### src/block_protect_params.svh
// Constants for the block protect and serial bit control logic
`ifndef BLOCK_PROTECT_PARAMS_SVH
`define BLOCK_PROTECT_PARAMS_SVH
// ---------------------------------------------------------------
// Serial bit space layout
// ---------------------------------------------------------------
`define BP_WP_LO        0
`define BP_XP_LO        4
`define BP_VIOL_CLR     8
`define BP_WVIOL_STAT   8
`define BP_XVIOL_STAT   9
`define BP_BOARD_DIS    9
`define BP_USER_LED     10
`define BP_ACC_CLR      11
`define BP_ACC_STAT     11
`define BP_FLAG_LO      12
`define BP_NBLK         4
`define BP_NBITS        16
// ---------------------------------------------------------------
// Address fields
// ---------------------------------------------------------------
`define BP_A0_POS       15
`define BP_BASE_HI      10
`define BP_BASE_LO      3
`define BP_HALF_BIT     11
`define BP_BIT_HI       14
`define BP_BIT_LO       12
`define BP_BLK_HI       13
`define BP_BLK_LO       12
// ---------------------------------------------------------------
// Reset values
// ---------------------------------------------------------------
`define BP_CTRL_RST     16'h0000
`endif

### src/block_protect_pkg.sv
// Types shared by the block protect logic
package block_protect_pkg;
  typedef logic [1:0]  blk_t;
  typedef logic [15:0] bits_t;
  // Serial bit access carrier
  typedef struct packed {
    logic [7:0] base_addr;
    logic       half;
    logic [2:0] bit_sel;
  } sio_addr_s;
  // Board option straps
  typedef struct packed {
    logic abort_on_violation_opt;
    logic soft_board_enable_opt;
    logic wp_polarity_opt;
    logic irq_level_en;
  } opts_s;
endpackage : block_protect_pkg

### src/block_protect_cru_control.sv
// Block write and execute protection with serial control bits
`timescale 1ns/1ps
`include "block_protect_params.svh"

// Function
// Write cycle to write-protected block sets the write violation latch
// Instruction fetch from execute-protected block sets execute violation latch; one enables
// Bits 0-3 write protect blocks 0-3; bits 4-7 execute protect
// Abort option: write violation disables the memory block decoder
// Bit 8 zero clears both violation latches and holds them clear
// Host writes bit 8 one afterwards to re-arm violation latches
// Violation latches read at status bits 8 and 9
// Each violation latch drives active-low indicator; clear turns both off
// Bit 9 one deselects board when soft enable option chosen
// Bit 10 one lights active-low user indicator
// Board accessed latch reads bit 11; bit 11 zero clears it
// Bits 12-15 are flags reading back written value
// Violation latches ORed into one active-low interrupt request
// Interrupt issued only when a level is selected
// Option selects write-protect polarity of control bits
// Bits 0-7 read back the latched protect settings
// Base compare on A3-A10, A11 half, A12-A14 bit, write on strobe
// Block select from base-subtracted address picks 4096-byte block
module block_protect_cru_control (
  input  wire logic                         clock,               // 20 MHz bus clock
  input  wire logic                         rst,                 // Sync reset, high
  input  wire logic                         clk_en,              // Freezes state when low
  input  wire block_protect_pkg::opts_s     opts,                // Board option straps
  input  wire logic [7:0]                   sio_base,            // Configured serial base
  input  wire logic [3:0]                   mem_base,            // Memory base, A0-A3
  input  wire logic [15:0]                  addr,                // Address bus, bit 0 = A15
  input  wire logic                         mem_access,          // Address in board range
  input  wire logic                         bus_read_strobe,     // High on read, low on write
  input  wire logic                         mem_cycle,           // Memory cycle active
  input  wire logic                         instr_fetch_strobe_n,// Low on opcode fetch
  input  wire logic                         serial_io_wstrobe,   // Serial write strobe
  input  wire logic                         serial_io_wdata,     // Serial write bit
  output      logic                         serial_io_rdata,     // Serial read bit
  output      logic                         board_selected,      // Board memory enabled
  output      logic                         mem_block_zero,      // Addressed block is block 0
  output      logic                         decoder_en,          // Block decoder enable
  output      logic                         wviol_led_n,         // Write violation indicator
  output      logic                         xviol_led_n,         // Execute violation indicator
  output      logic                         user_led_n,          // User indicator
  output      logic                         irq_n                // Interrupt request
);

  // ---------------------------------------------------------------
  // Input synchronisers
  // ---------------------------------------------------------------
  logic [4:0] sync1_r;
  logic [4:0] sync2_r;
  logic       wr_s;
  logic       fetch_s;
  logic       strb_s;
  logic       wdat_s;
  logic       macc_s;
  logic       strb_d_r;

  // Bus strobes come off the backplane, two stages before use
  always_ff @(posedge clock) begin
    if (rst) begin
      sync1_r <= 5'h00;
      sync2_r <= 5'h00;
      strb_d_r <= 1'b0;
    end else if (clk_en) begin
      sync1_r <= {mem_cycle & ~bus_read_strobe, ~instr_fetch_strobe_n,
                  serial_io_wstrobe, serial_io_wdata, mem_access};
      sync2_r <= sync1_r;
      strb_d_r <= strb_s;
    end
  end
  assign wr_s    = sync2_r[4];
  assign fetch_s = sync2_r[3];
  assign strb_s  = sync2_r[2];
  assign wdat_s  = sync2_r[1];
  assign macc_s  = sync2_r[0];

  // ---------------------------------------------------------------
  // Address decode
  // ---------------------------------------------------------------
  block_protect_pkg::sio_addr_s sa;
  block_protect_pkg::blk_t      blk;
  logic [3:0]                   blk_off;
  logic                         sio_hit;
  logic [3:0]                   bit_idx;

  // Address bus is numbered with A0 as the msb
  assign sa.base_addr = addr[`BP_A0_POS-`BP_BASE_LO -: 8];
  assign sa.half      = addr[`BP_A0_POS-`BP_HALF_BIT];
  assign sa.bit_sel   = addr[`BP_A0_POS-`BP_BIT_LO -: 3];
  assign sio_hit      = (sa.base_addr == sio_base);
  assign bit_idx      = {sa.half, sa.bit_sel};
  // Base subtraction puts the lower bound at block 0
  assign blk_off      = addr[`BP_A0_POS -: 4] - mem_base;
  assign blk          = blk_off[1:0];
  assign mem_block_zero = (blk == 2'h0);

  // ---------------------------------------------------------------
  // Control bit latches
  // ---------------------------------------------------------------
  logic [15:0] ctrl_r;

  // Written on the rising edge of the serial strobe only
  always_ff @(posedge clock) begin
    if (rst) begin
      ctrl_r <= `BP_CTRL_RST;
    end else if (clk_en && strb_s && !strb_d_r && sio_hit) begin
      ctrl_r[bit_idx] <= wdat_s;
    end
  end

  // ---------------------------------------------------------------
  // Protection lookup
  // ---------------------------------------------------------------
  logic [3:0] wp_eff;
  logic       wp_hit;
  logic       xp_hit;

  genvar g;
  generate
    for (g = 0; g < `BP_NBLK; g++) begin : g_wp
      // Polarity strap flips the sense of each write-protect bit
      assign wp_eff[g] = ctrl_r[`BP_WP_LO + g] ^ ~opts.wp_polarity_opt;
    end
  endgenerate
  assign wp_hit = wr_s & macc_s & wp_eff[blk];
  assign xp_hit = fetch_s & macc_s & ctrl_r[`BP_XP_LO + blk];

  // ---------------------------------------------------------------
  // Violation and access latches
  // ---------------------------------------------------------------
  logic wviol_r;
  logic xviol_r;
  logic acc_r;

  // A held-low clear bit dominates; capture only once re-armed
  always_ff @(posedge clock) begin
    if (rst) begin
      wviol_r <= 1'b0;
      xviol_r <= 1'b0;
    end else if (clk_en) begin
      if (!ctrl_r[`BP_VIOL_CLR]) begin
        wviol_r <= 1'b0;
        xviol_r <= 1'b0;
      end else begin
        if (wp_hit) wviol_r <= 1'b1;
        if (xp_hit) xviol_r <= 1'b1;
      end
    end
  end

  // Board-access latch, cleared while bit 11 is zero
  always_ff @(posedge clock) begin
    if (rst) begin
      acc_r <= 1'b0;
    end else if (clk_en) begin
      if (!ctrl_r[`BP_ACC_CLR]) acc_r <= 1'b0;
      else if (board_selected) acc_r <= 1'b1;
    end
  end

  // ---------------------------------------------------------------
  // Outputs
  // ---------------------------------------------------------------
  logic [15:0] rd_bits;

  // Board select gated by soft disable only with that option strapped
  assign board_selected = macc_s & ~(opts.soft_board_enable_opt & ctrl_r[`BP_BOARD_DIS]);
  // Combinational abort: the write is killed in the same cycle it is seen
  assign decoder_en = board_selected & ~(opts.abort_on_violation_opt & wp_hit);
  assign wviol_led_n = ~wviol_r;
  assign xviol_led_n = ~xviol_r;
  assign user_led_n  = ~ctrl_r[`BP_USER_LED];
  assign irq_n = ~((wviol_r | xviol_r) & opts.irq_level_en);

  // Read image: settings low, status and flags high
  always_comb begin
    rd_bits = ctrl_r;
    rd_bits[`BP_WVIOL_STAT] = wviol_r;
    rd_bits[`BP_XVIOL_STAT] = xviol_r;
    rd_bits[`BP_ACC_STAT]   = acc_r;
  end

  // Registered read bit, so serial reads lag address by one clock
  always_ff @(posedge clock) begin
    if (rst) begin
      serial_io_rdata <= 1'b0;
    end else if (clk_en) begin
      serial_io_rdata <= sio_hit & rd_bits[bit_idx];
    end
  end

  // ---------------------------------------------------------------
  // Assertions
  // ---------------------------------------------------------------
  property p_wviol_set;
    @(posedge clock) disable iff (rst)
      (clk_en && ctrl_r[`BP_VIOL_CLR] && wp_hit) |=> wviol_r;
  endproperty
  a_wviol_set: assert property (p_wviol_set) else $error("write violation not latched");

  property p_xviol_set;
    @(posedge clock) disable iff (rst)
      (clk_en && ctrl_r[`BP_VIOL_CLR] && xp_hit) |=> xviol_r;
  endproperty
  a_xviol_set: assert property (p_xviol_set) else $error("execute violation not latched");

  property p_abort;
    @(posedge clock) disable iff (rst)
      (opts.abort_on_violation_opt && wr_s && macc_s &&
       (ctrl_r[`BP_WP_LO + blk] == opts.wp_polarity_opt)) |-> !decoder_en;
  endproperty
  a_abort: assert property (p_abort) else $error("protected write reached decoder");

  property p_clear;
    @(posedge clock) disable iff (rst)
      (clk_en && !ctrl_r[`BP_VIOL_CLR]) |=> (!wviol_r && !xviol_r && irq_n);
  endproperty
  a_clear: assert property (p_clear) else $error("violations not cleared");

  property p_irq;
    @(posedge clock) disable iff (rst)
      irq_n == !((wviol_led_n == 1'b0 || xviol_led_n == 1'b0) && opts.irq_level_en);
  endproperty
  a_irq: assert property (p_irq) else $error("interrupt not tied to violations");

  property p_no_level;
    @(posedge clock) disable iff (rst)
      !opts.irq_level_en |-> irq_n;
  endproperty
  a_no_level: assert property (p_no_level) else $error("interrupt with no level");

  property p_board_dis;
    @(posedge clock) disable iff (rst)
      (opts.soft_board_enable_opt && ctrl_r[`BP_BOARD_DIS]) |-> !board_selected;
  endproperty
  a_board_dis: assert property (p_board_dis) else $error("board selected while disabled");

  property p_acc;
    @(posedge clock) disable iff (rst)
      (clk_en && board_selected && ctrl_r[`BP_ACC_CLR]) |=> acc_r;
  endproperty
  a_acc: assert property (p_acc) else $error("access latch missed");

  property p_led;
    @(posedge clock) disable iff (rst)
      (clk_en && strb_s && !strb_d_r && sio_hit && bit_idx == `BP_USER_LED) |=> (user_led_n == !$past(wdat_s));
  endproperty
  a_led: assert property (p_led) else $error("user indicator not lit");

endmodule : block_protect_cru_control

### config.mk
export PLATFORM = sky130hd
export DESIGN_NAME = block_protect_cru_control
export DESIGN_NICKNAME = d
export VERILOG_FILES = /design/src/block_protect_pkg.sv /design/src/block_protect_cru_control.sv
export VERILOG_INCLUDE_DIRS = /design/src
export SDC_FILE = /design/constraint.sdc
export NUM_CORES = 1
export LEC_CHECK = 0
export BUFFER_PORTS_ARGS = -buffer_cell sky130_fd_sc_hd__buf_2
export CAP_MARGIN = 20
export CORE_MARGIN = 2
export CORE_UTILIZATION = 30
export DETAILED_ROUTE_END_ITERATION = 16
export HOLD_SLACK_MARGIN = 0.06
export PLACE_DENSITY_LB_ADDON = 0.05
export RECOVER_POWER = 50
export SLEW_MARGIN = 20
export SYNTH_ARGS = -nofsm -noshare
export SYNTH_HDL_FRONTEND = slang
export SYNTH_SLANG_ARGS = --single-unit
### constraint.sdc
create_clock -name clock -period 2.05 [get_ports clock]
set_clock_uncertainty 0.05 [all_clocks]
set_input_delay 0.1025 -clock clock [delete_from_list [all_inputs] [get_ports clock]]
set_output_delay 0.1025 -clock clock [all_outputs]
set_load 0.1 [all_outputs]
==> out/metrics.yaml, run 1 <==
outcome:
  status: "finished clean"
global_routing:
  gr-usage-all-layers_pct: 13.3
  grt_pass1_vias: 1446
  antenna_found_initial: 0
  grt_pass1_wl_um: 6620
  grt_max_degree: 26
  gr-total-overflow: 0
critical_path:
  rr_startpoint: "ctrl_r[7]"
  slowest_stage: "mux4_2"
  arrival_ns: 1.82
  critPathLaunchType: "flip-flop"
  worst-path-max-fanout: 3
  cpPeakStageDelay_ns: 0.51
  worstPathRequired_ns: 1.90
  crit_start: "ctrl_r[0]"
  end_kind: "primary output"
  path_cells: "mux4_2 > xnor2_1 > and3_1 > a21boi_2 > buf_12"
  worstSetupPathType: "flip-flop to primary output"
place:
  place_inst: 293
  dp_hpwl_um: 2890
  io_buffers: 43
  gp_congestion: 0.741
  dpl-instance-area_um2: 2050
synthesis:
  synth_top_family_by_area: "simple AND/OR/NAND/NOR gates"
  yosysSeqAreaShare_pct: 35.5
  syn_area_per_cell_um2: 9.45
  synth_compound_area_share_pct: 5.23
  synth_area_leaders: "dfxtp_1 36%, mux2i_1 14%, nor2_1 7.5%, nand4_1 6.1%, mux4_2 5.2%"
  synth_mux_area_share_pct: 22.5
  syn-num-nets: 227
  synth_cell_types: 34
  synth_simple_gate_area_share_pct: 24.4
  synth_seq_cells: 31
  synthXorXnorAreaFrac_pct: 5.87
  yosysTopAreaCell: "dfxtp_1"
  synth_fa_ha_area_share_pct: 0.716
  synth_warnings: 0
  netlist_area_um2: 1750
  synthArstFlopShare_pct: 0
  synth_edf_count: 0
  ys.flop_type: "dfxtp_1"
  yosysTopAreaCellShare_pct: 35.5
  netlist_instances: 185
drt:
  drc: 0
  viasPerCell: 4.92
  wl_um: 4090
  wire_per_inst_um: 13.3
  detail-route-antenna-nets: 0
  vias: 1514
  drt_iter0_drc: 60
  detailedRoute.firstPassIterationCount: 4
cts:
  cts-buffers-inserted: 5
  cts_setup_buffers: 0
  clockBufferDepth: 2
  cts_tree: "yes"
  cts-root-buf: "clkbuf_8"
  cts.sinks: 31
  htreeDepth: 2
  cts.clk_slew.worst_paths_ns: 0.07
  clkLatencyLatePin_ns: 0.28
power:
  power_density_nw_per_um2: 598
  peakVddDrop_mv: 0.391
  p_leak_nw: 0.994
final_layout:
  n_antenna_cell: 0
  nFillCells: 577
  nNetsFinal: 278
  instances_no_fill: 308
  seq_area_um2: 622
  drive_gt1_share_pct: 27.1
  fin_area_um2: 2200
  synthToLayoutAreaGrowth_pct: 26.1
  multi_input_area_um2: 1030
die:
  coreArea_um2: 5570
  fp-row-count: 27
  initial_utilization_pct: 31.4
  die-area_um2: 6450
  ios: 49
  die_x_um: 80.3
  fp.dieH_um: 80.3
sta:
  slew_headroom_pct: 20.4
  setup_viol: 0
  hold_viol: 0
  holdWs_ns: 0.111
  tightest_slew_ns: 1.20
  finalCriticalPeriod_ns: 1.97
  slew_viol_final: 0
  fin_crit_sh_pct: 96.2
  rsz0062_at_grt: "false"
  fmax_mhz: 507
hold_path:
  hp-start: "clk_en"
  hold_class: "input pin to flip-flop"
flow_run:
  cap_violations: 0
==> area by class of cell <==
class | instances | share of cell area, %
Multi-Input combinational cell | 134 | 46.7
Clock buffer | 6 | 3.75
Clock inverter | 1 | 0.227
Inverter | 6 | 1.02
Timing Repair Buffer | 58 | 16.1
Sequential cell | 31 | 28.2
Tap cell | 72 | 4.09
==> sequential cells by signal (all words and copies together) (netlist names) <==
register         cells
acc_r                1
ctrl_r              16
strb_d_r             1
wviol_r              1
sync1_r              5
serial_io_rdata      1
xviol_r              1
sync2_r              5
==> cell families after synthesis <==
group / count (synthesis)
buffers and inverters: 20
DFF: 31
and+or+nand+nor: 79
adders and majority gates: 1
xor gates and xnor gates: 10
AOI/OAI and AO/OA: 13
muxes: 31
==> final timing paths <==
kind         slack, ns              end  depth (start not counted)
min reg2reg       0.43       sync1_r[4]                          2
min               0.11         strb_d_r                          3
max reg2reg       0.45  serial_io_rdata                          5
max               0.08       decoder_en                          5
==> critical path: cells and delay by family (launching register included) <==
kind                   cells  cell delay (ns)
buffers and inverters      1             0.19
flip-flops                 1             0.33
multiplexers               1             0.51
AND/OR/NAND/NOR            1             0.19
XOR/XNOR                   1             0.14
AO/OA/AOI/OAI              1             0.18
==> per-layer routing <==
metal / wire, um / global-route usage [%] / vias up
met1: 2000 / 16.6 / 719
li1: - / - / 765
met5: 0 / 0 / -
met2: 1900 / 21.8 / 28
met3: 167 / 4.72 / 2
met4: 25 / 3.73 / 0
==> synth_stat cells (3+ instances only) <==
master     n
mux4_2     4
nand2_1    3
a21boi_0   3
buf_6      3
nand4_1   17
xor2_1     8
inv_1      6
nor2_1    35
buf_2      3
dfxtp_1   31
clkbuf_1   6
nor3_1     7
mux2i_1   25
a21oi_1    5
nand2b_1   6
==> power by group <==
group	internal (W)	total [W]	switching, W
Combinational	0.0000916	0.000220	0.000128
Sequential	0.000612	0.000620	0.00000802
Clock	0.000263	0.000478	0.000215
Total	0.000966	0.00132	0.000352
==> stage by stage <==
| step | utilization [%] | TNS, ns | worst slack, ns | total power (W) |
|---|---|---|---|---|
| global placement | 36.8 | 0 | 0.0234 | 0.000840 |
| finish | 39.6 | 0 | 0.0781 | 0.00132 |
| floorplan | - | -0.360 | -0.360 | 0.000773 |
| detailed placement | 36.8 | 0 | 0.0178 | 0.000844 |
| global route | 39.6 | 0 | 0.000856 | 0.00139 |
| CTS | 39.7 | 0 | 0.0384 | 0.00134 |
==> repair_timing <==
action | in CTS | in global routing
endpoints found under the setup margin | 1 | 1
gates resized for setup | 1 | 1
pin swaps | 0 | 1
hold buffers | 8 | 0
endpoints found under the hold margin | 7 | 0
==> layout by cell type (no fill, tap or decap), types with 2 or more instances in the layout <==
cell type	count
nor2_1	35
buf_2	35
dfxtp_1	30
mux2i_1	25
nand4_1	17
xor2_1	8
dlygate4sd3_1	8
nor3_1	7
inv_1	6
nand2b_1	6
clkbuf_8	6
buf_4	6
mux4_2	5
a21oi_1	5
clkbuf_1	5
nand2_1	3
clkbuf_2	3
a21boi_2	2
nor4_4	2
and2_1	2
Power figures use the tool's default switching activity.
==> inputs of run 2 (changes only) <==
==> constraint.sdc (replaced) <==
create_clock -name clock -period 2.05 [get_ports clock]
set_clock_uncertainty 0.05 [all_clocks]
set_input_delay 0.3075 -clock clock [delete_from_list [all_inputs] [get_ports clock]]
set_output_delay 0.3075 -clock clock [all_outputs]
set_load 0.1 [all_outputs]
==> out/metrics.yaml, run 2 (synthesis results as in run 1) <==
final_layout:
  top_register: "ctrl_r"
  drive_gt1_share_pct: 31.6
  seq_area_um2: 621
  largest_reg_flops: 16
  fin_area_um2: 2230
  most-common-layout-cells: "38 x buf_2, 35 x nor2_1, 31 x dfxtp_1"
  n_antenna_cell: 0
  layout_commonest_cell: "buf_2"
  nFillCells: 586
  synthToLayoutAreaGrowth_pct: 27.6
  reg_top3: "ctrl_r x16, sync1_r x5, sync2_r x5"
  multi_input_area_um2: 1060
  nNetsFinal: 273
sta:
  finalCriticalPeriod_ns: 2.28
  setup_slack_ns: -0.228
  slew_viol_final: 0
  setup_viol: 1
  slew_headroom_pct: 32.5
  hold_viol: 0
  tightest_slew_ns: 1.01
  fin_crit_sh_pct: 111
  rsz0062_at_grt: "true"
  fmax_mhz: 439
cts:
  htreeDepth: 2
  cts-buffers-inserted: 5
  cts_tree: "yes"
  cts_hold_buf: 0
  clkLatencyLatePin_ns: 0.27
  clockBufferDepth: 2
  cts.clk_slew.worst_paths_ns: 0.06
  cts.sinks: 31
  cts-root-buf: "clkbuf_8"
die:
  initial_utilization_pct: 31.4
  die_x_um: 80.3
  die-area_um2: 6450
  ios: 49
  coreArea_um2: 5570
  fp.dieH_um: 80.3
  fp-row-count: 27
critical_path:
  worstPathRequired_ns: 1.69
  r2r_end: "ctrl_r[15]"
  cp-endpoint: "decoder_en"
  end_kind: "primary output"
  critPathLaunchType: "input pin"
  path_cells: "buf_8 > inv_4 > ha_4 > mux4_2 > xnor2_2 > and3_4 > a21boi_4 > buf_12"
  slowest_stage: "mux4_2"
  cpPeakStageDelay_ns: 0.54
  arrival_ns: 1.92
  r2r_cells: 5
  rrSetupSlack_ns: 0.27
  rr_startpoint: "strb_d_r"
  crit_start: "addr[12]"
  worst-path-max-fanout: 2
  worstSetupPathType: "input pin to primary output"
flow_run:
  cap_violations: 0
global_routing:
  grt_max_degree: 26
  gr-total-overflow: 0
  grt_pass1_wl_um: 6730
  gr-usage-all-layers_pct: 13.3
  antenna_found_initial: 0
  grt_pass1_vias: 1417
drt:
  detail-route-antenna-nets: 0
  detailedRoute.firstPassIterationCount: 4
  wire_per_inst_um: 13.1
  drc: 0
  vias: 1480
  viasPerCell: 4.88
  drt_iter0_drc: 70
  wl_um: 3970
place:
  gp_congestion: 0.787
  dpl-instance-area_um2: 2080
  pre_cts_ws_ns: -0.401
  io_buffers: 43
  dp_hpwl_um: 2930
hold_path:
  hold_class: "input pin to flip-flop"
power:
  peakVddDrop_mv: 0.461
  power_density_nw_per_um2: 636
  p_leak_nw: 0.993
outcome:
  status: "complete, but fails checks"
  violations: "setup timing"
-- run 2: cell count changes in the layout (fill, tap and decap cells not counted), sizes merged --
cell / previous run / this run
buf: 42 / 50
bufinv: 0 / 1
clkbuf: 14 / 9
clkinv: 1 / 0
dlygate4sd3: 8 / 0
-- run 2: routing by layer --
layer	global-route usage (%)	wire (um)
met1	17.0	1840
met2	22.1	1860
met3	3.37	235
met4	4.07	41
met5	0	0
-- run 2: worst max-delay path: cells and delay by family --
family	cells	cell delay (ns)
XOR/XNOR	1	0.15
AND/OR/NAND/NOR	1	0.19
multiplexers	1	0.54
buffers and inverters	3	0.30
AO/OA/AOI/OAI	1	0.17
adder cells (fa/ha/maj)	1	0.26
-- run 2: power breakdown --
part	leakage, nW	internal, W	switching, W
Sequential	0.251	0.000612	0.00000820
Clock	0.0513	0.000356	0.000211
Combinational	0.691	0.000103	0.000130
Total	0.993	0.00107	0.000349
-- run 2: worst min-delay path by stage --
stage / from / end / slack, ns / cells past startpoint
after detailed placement: sync1_r[4] / sync1_r[4] / 0.42 / 2
after global placement: sync1_r[4] / sync1_r[4] / 0.41 / 2
after CTS: instr_fetch_strobe_n / sync1_r[3] / 0.15 / 2
final: instr_fetch_strobe_n / sync1_r[3] / 0.16 / 2
after global routing: instr_fetch_strobe_n / sync1_r[3] / 0.15 / 2
after floorplan: instr_fetch_strobe_n / sync1_r[3] / 0.36 / 1
-- run 2: cell type report --
class,count,area share [%]
clock buffers,6,3.25
clock inverters,1,1.35
inverters,6,1.12
multi-input cells,134,47.6
flip-flops and latches,31,27.8
well taps,72,4.04
repair buffers,53,14.8
-- run 2: timing repair --
| action | CTS | global route |
|---|---|---|
| setup endpoints to repair | 1 | 1 |
| pin swaps | 4 | 4 |
| buffers inserted | 1 | 0 |
| gates resized for setup | 5 | 5 |
-- run 2: through the flow --
step	std cells	hold WS (ns)	utilization [%]	setup TNS (ns)	power (W)
floorplan	185	0.357	-	-0.671	0.000773
global placement	295	0.406	37.3	-0.396	0.000856
detailed placement	295	0.424	37.3	-0.428	0.000859
CTS	303	0.145	39.7	-0.221	0.00144
global route	303	0.152	40.0	-0.272	0.00150
finish	303	0.156	40.0	-0.228	0.00142
==> inputs of run 3 (changes only) <==
==> constraint.sdc (replaced) <==
create_clock -name clock -period 2.12 [get_ports clock]
set_clock_uncertainty 0.05 [all_clocks]
set_input_delay 0.318 -clock clock [delete_from_list [all_inputs] [get_ports clock]]
set_output_delay 0.318 -clock clock [all_outputs]
set_load 0.1 [all_outputs]
==> out/metrics.yaml, run 3 (synthesis results as in run 1) <==
sta:
  slew_headroom_pct: 22.9
  fmax_mhz: 430
  setup_slack_ns: -0.203
  fin_crit_sh_pct: 110
  rsz0062_at_grt: "true"
  slew_viol_final: 0
  finalCriticalPeriod_ns: 2.32
  hold_viol: 0
  tightest_slew_ns: 1.16
  fin_tns_setup_ns: -0.203
  setup_viol: 1
place:
  io_buffers: 43
  gp_congestion: 0.788
  pre_cts_ws_ns: -0.356
  dp_hpwl_um: 2860
cts:
  clkLatencyLatePin_ns: 0.28
  cts-buffers-inserted: 5
  cts.clk_slew.worst_paths_ns: 0.07
  clockBufferDepth: 2
  cts-root-buf: "clkbuf_8"
  htreeDepth: 2
  cts_hold_buf: 0
  cts.sinks: 31
  cts_tree: "yes"
drt:
  viasPerCell: 4.85
  drc: 0
  wire_per_inst_um: 13.4
  detail-route-antenna-nets: 0
  wl_um: 4060
  vias: 1470
  drt_iter0_drc: 70
  detailedRoute.firstPassIterationCount: 4
power:
  peakVddDrop_mv: 0.274
  fin_total_pwr_w: 0.00134
  power_density_nw_per_um2: 605
  p_leak_nw: 0.983
final_layout:
  layout_commonest_cell: "buf_2"
  largest_reg_flops: 16
  nNetsFinal: 272
  multi_input_area_um2: 1050
  reg_top3: "ctrl_r x16, sync1_r x5, sync2_r x5"
  most-common-layout-cells: "38 x buf_2, 35 x nor2_1, 31 x dfxtp_1"
  drive_gt1_share_pct: 31.2
  seq_area_um2: 621
  synthToLayoutAreaGrowth_pct: 26.3
  nFillCells: 592
  top_register: "ctrl_r"
  n_antenna_cell: 0
global_routing:
  antenna_found_initial: 0
  gr-total-overflow: 0
  grt_max_degree: 26
  gr-usage-all-layers_pct: 13.3
  grt_pass1_wl_um: 6620
  grt_pass1_vias: 1368
die:
  fp-row-count: 27
  initial_utilization_pct: 31.4
  ios: 49
  die_x_um: 80.3
  fp.dieH_um: 80.3
  coreArea_um2: 5570
  die-area_um2: 6450
critical_path:
  critPathLaunchType: "input pin"
  end_kind: "primary output"
  worst-path-max-fanout: 2
  slowest_stage: "mux4_2"
  path_cells: "buf_8 > inv_4 > ha_4 > mux4_2 > xnor2_2 > and3_4 > a21boi_4 > buf_12"
  worstPathRequired_ns: 1.75
  cpPeakStageDelay_ns: 0.55
  worstSetupPathType: "input pin to primary output"
  arrival_ns: 1.96
  rrSetupSlack_ns: 0.33
hold_path:
  hold_class: "input pin to flip-flop"
outcome:
  status: "complete, but fails checks"
  violations: "setup timing"
flow_run:
  cap_violations: 0
==> run 3: through the flow <==
step / cell area (um^2) / instances / utilization, % / hold WS (ns)
finish: 2210 / 303 / 39.6 / 0.165
global route: 2210 / 303 / 39.6 / 0.161
CTS: 2200 / 302 / 39.5 / 0.152
detailed placement: 2070 / 294 / 37.2 / 0.414
global placement: 2070 / 294 / 37.2 / 0.407
floorplan: 1760 / 185 / - / 0.367
==> run 3: worst max-delay path: cells and delay by family <==
family	cells	cell delay [ns]
multiplexers	1	0.55
buffers and inverters	3	0.30
adder cells (fa/ha/maj)	1	0.26
AND/OR/NAND/NOR	1	0.19
AO/OA/AOI/OAI	1	0.18
XOR/XNOR	1	0.15
==> run 3: routing by layer <==
metal	track usage, %	vias up	part of all wire, %	wire length (um)
li1	-	746	-	-
met1	18.1	684	46	1890
met2	21.0	35	48	1930
met3	3.37	5	4.8	195
met4	3.56	0	1.2	48
met5	0	-	0	0
==> run 3: worst paths after layout <==
check                       start         end  cells after the start
max                      addr[12]  decoder_en                      8
min          instr_fetch_strobe_n  sync1_r[3]                      2
min reg2reg              strb_d_r    strb_d_r                      2
max reg2reg              strb_d_r  ctrl_r[15]                      5
==> run 3: report_power, final <==
group          leakage [nW]  switching [W]  total, W  internal (W)
Clock                0.0505       0.000218  0.000513      0.000295
Sequential            0.251     0.00000734  0.000599      0.000591
Combinational         0.682       0.000125  0.000223     0.0000978
==> run 3: cell type report <==
cell class | instances | area share [%]
multi-input cells | 134 | 47.4
inverters | 6 | 1.13
clock buffers | 7 | 4.37
well taps | 72 | 4.08
repair buffers | 52 | 14.5
clock inverters | 1 | 0.340
flip-flops and latches | 31 | 28.1
==> run 3: repair_timing <==
item                       CTS  global route
buffers inserted             0             1
pin swaps                    4             3
setup endpoints to repair    1             1
resized for setup            7             3
hold endpoints to repair     0             0
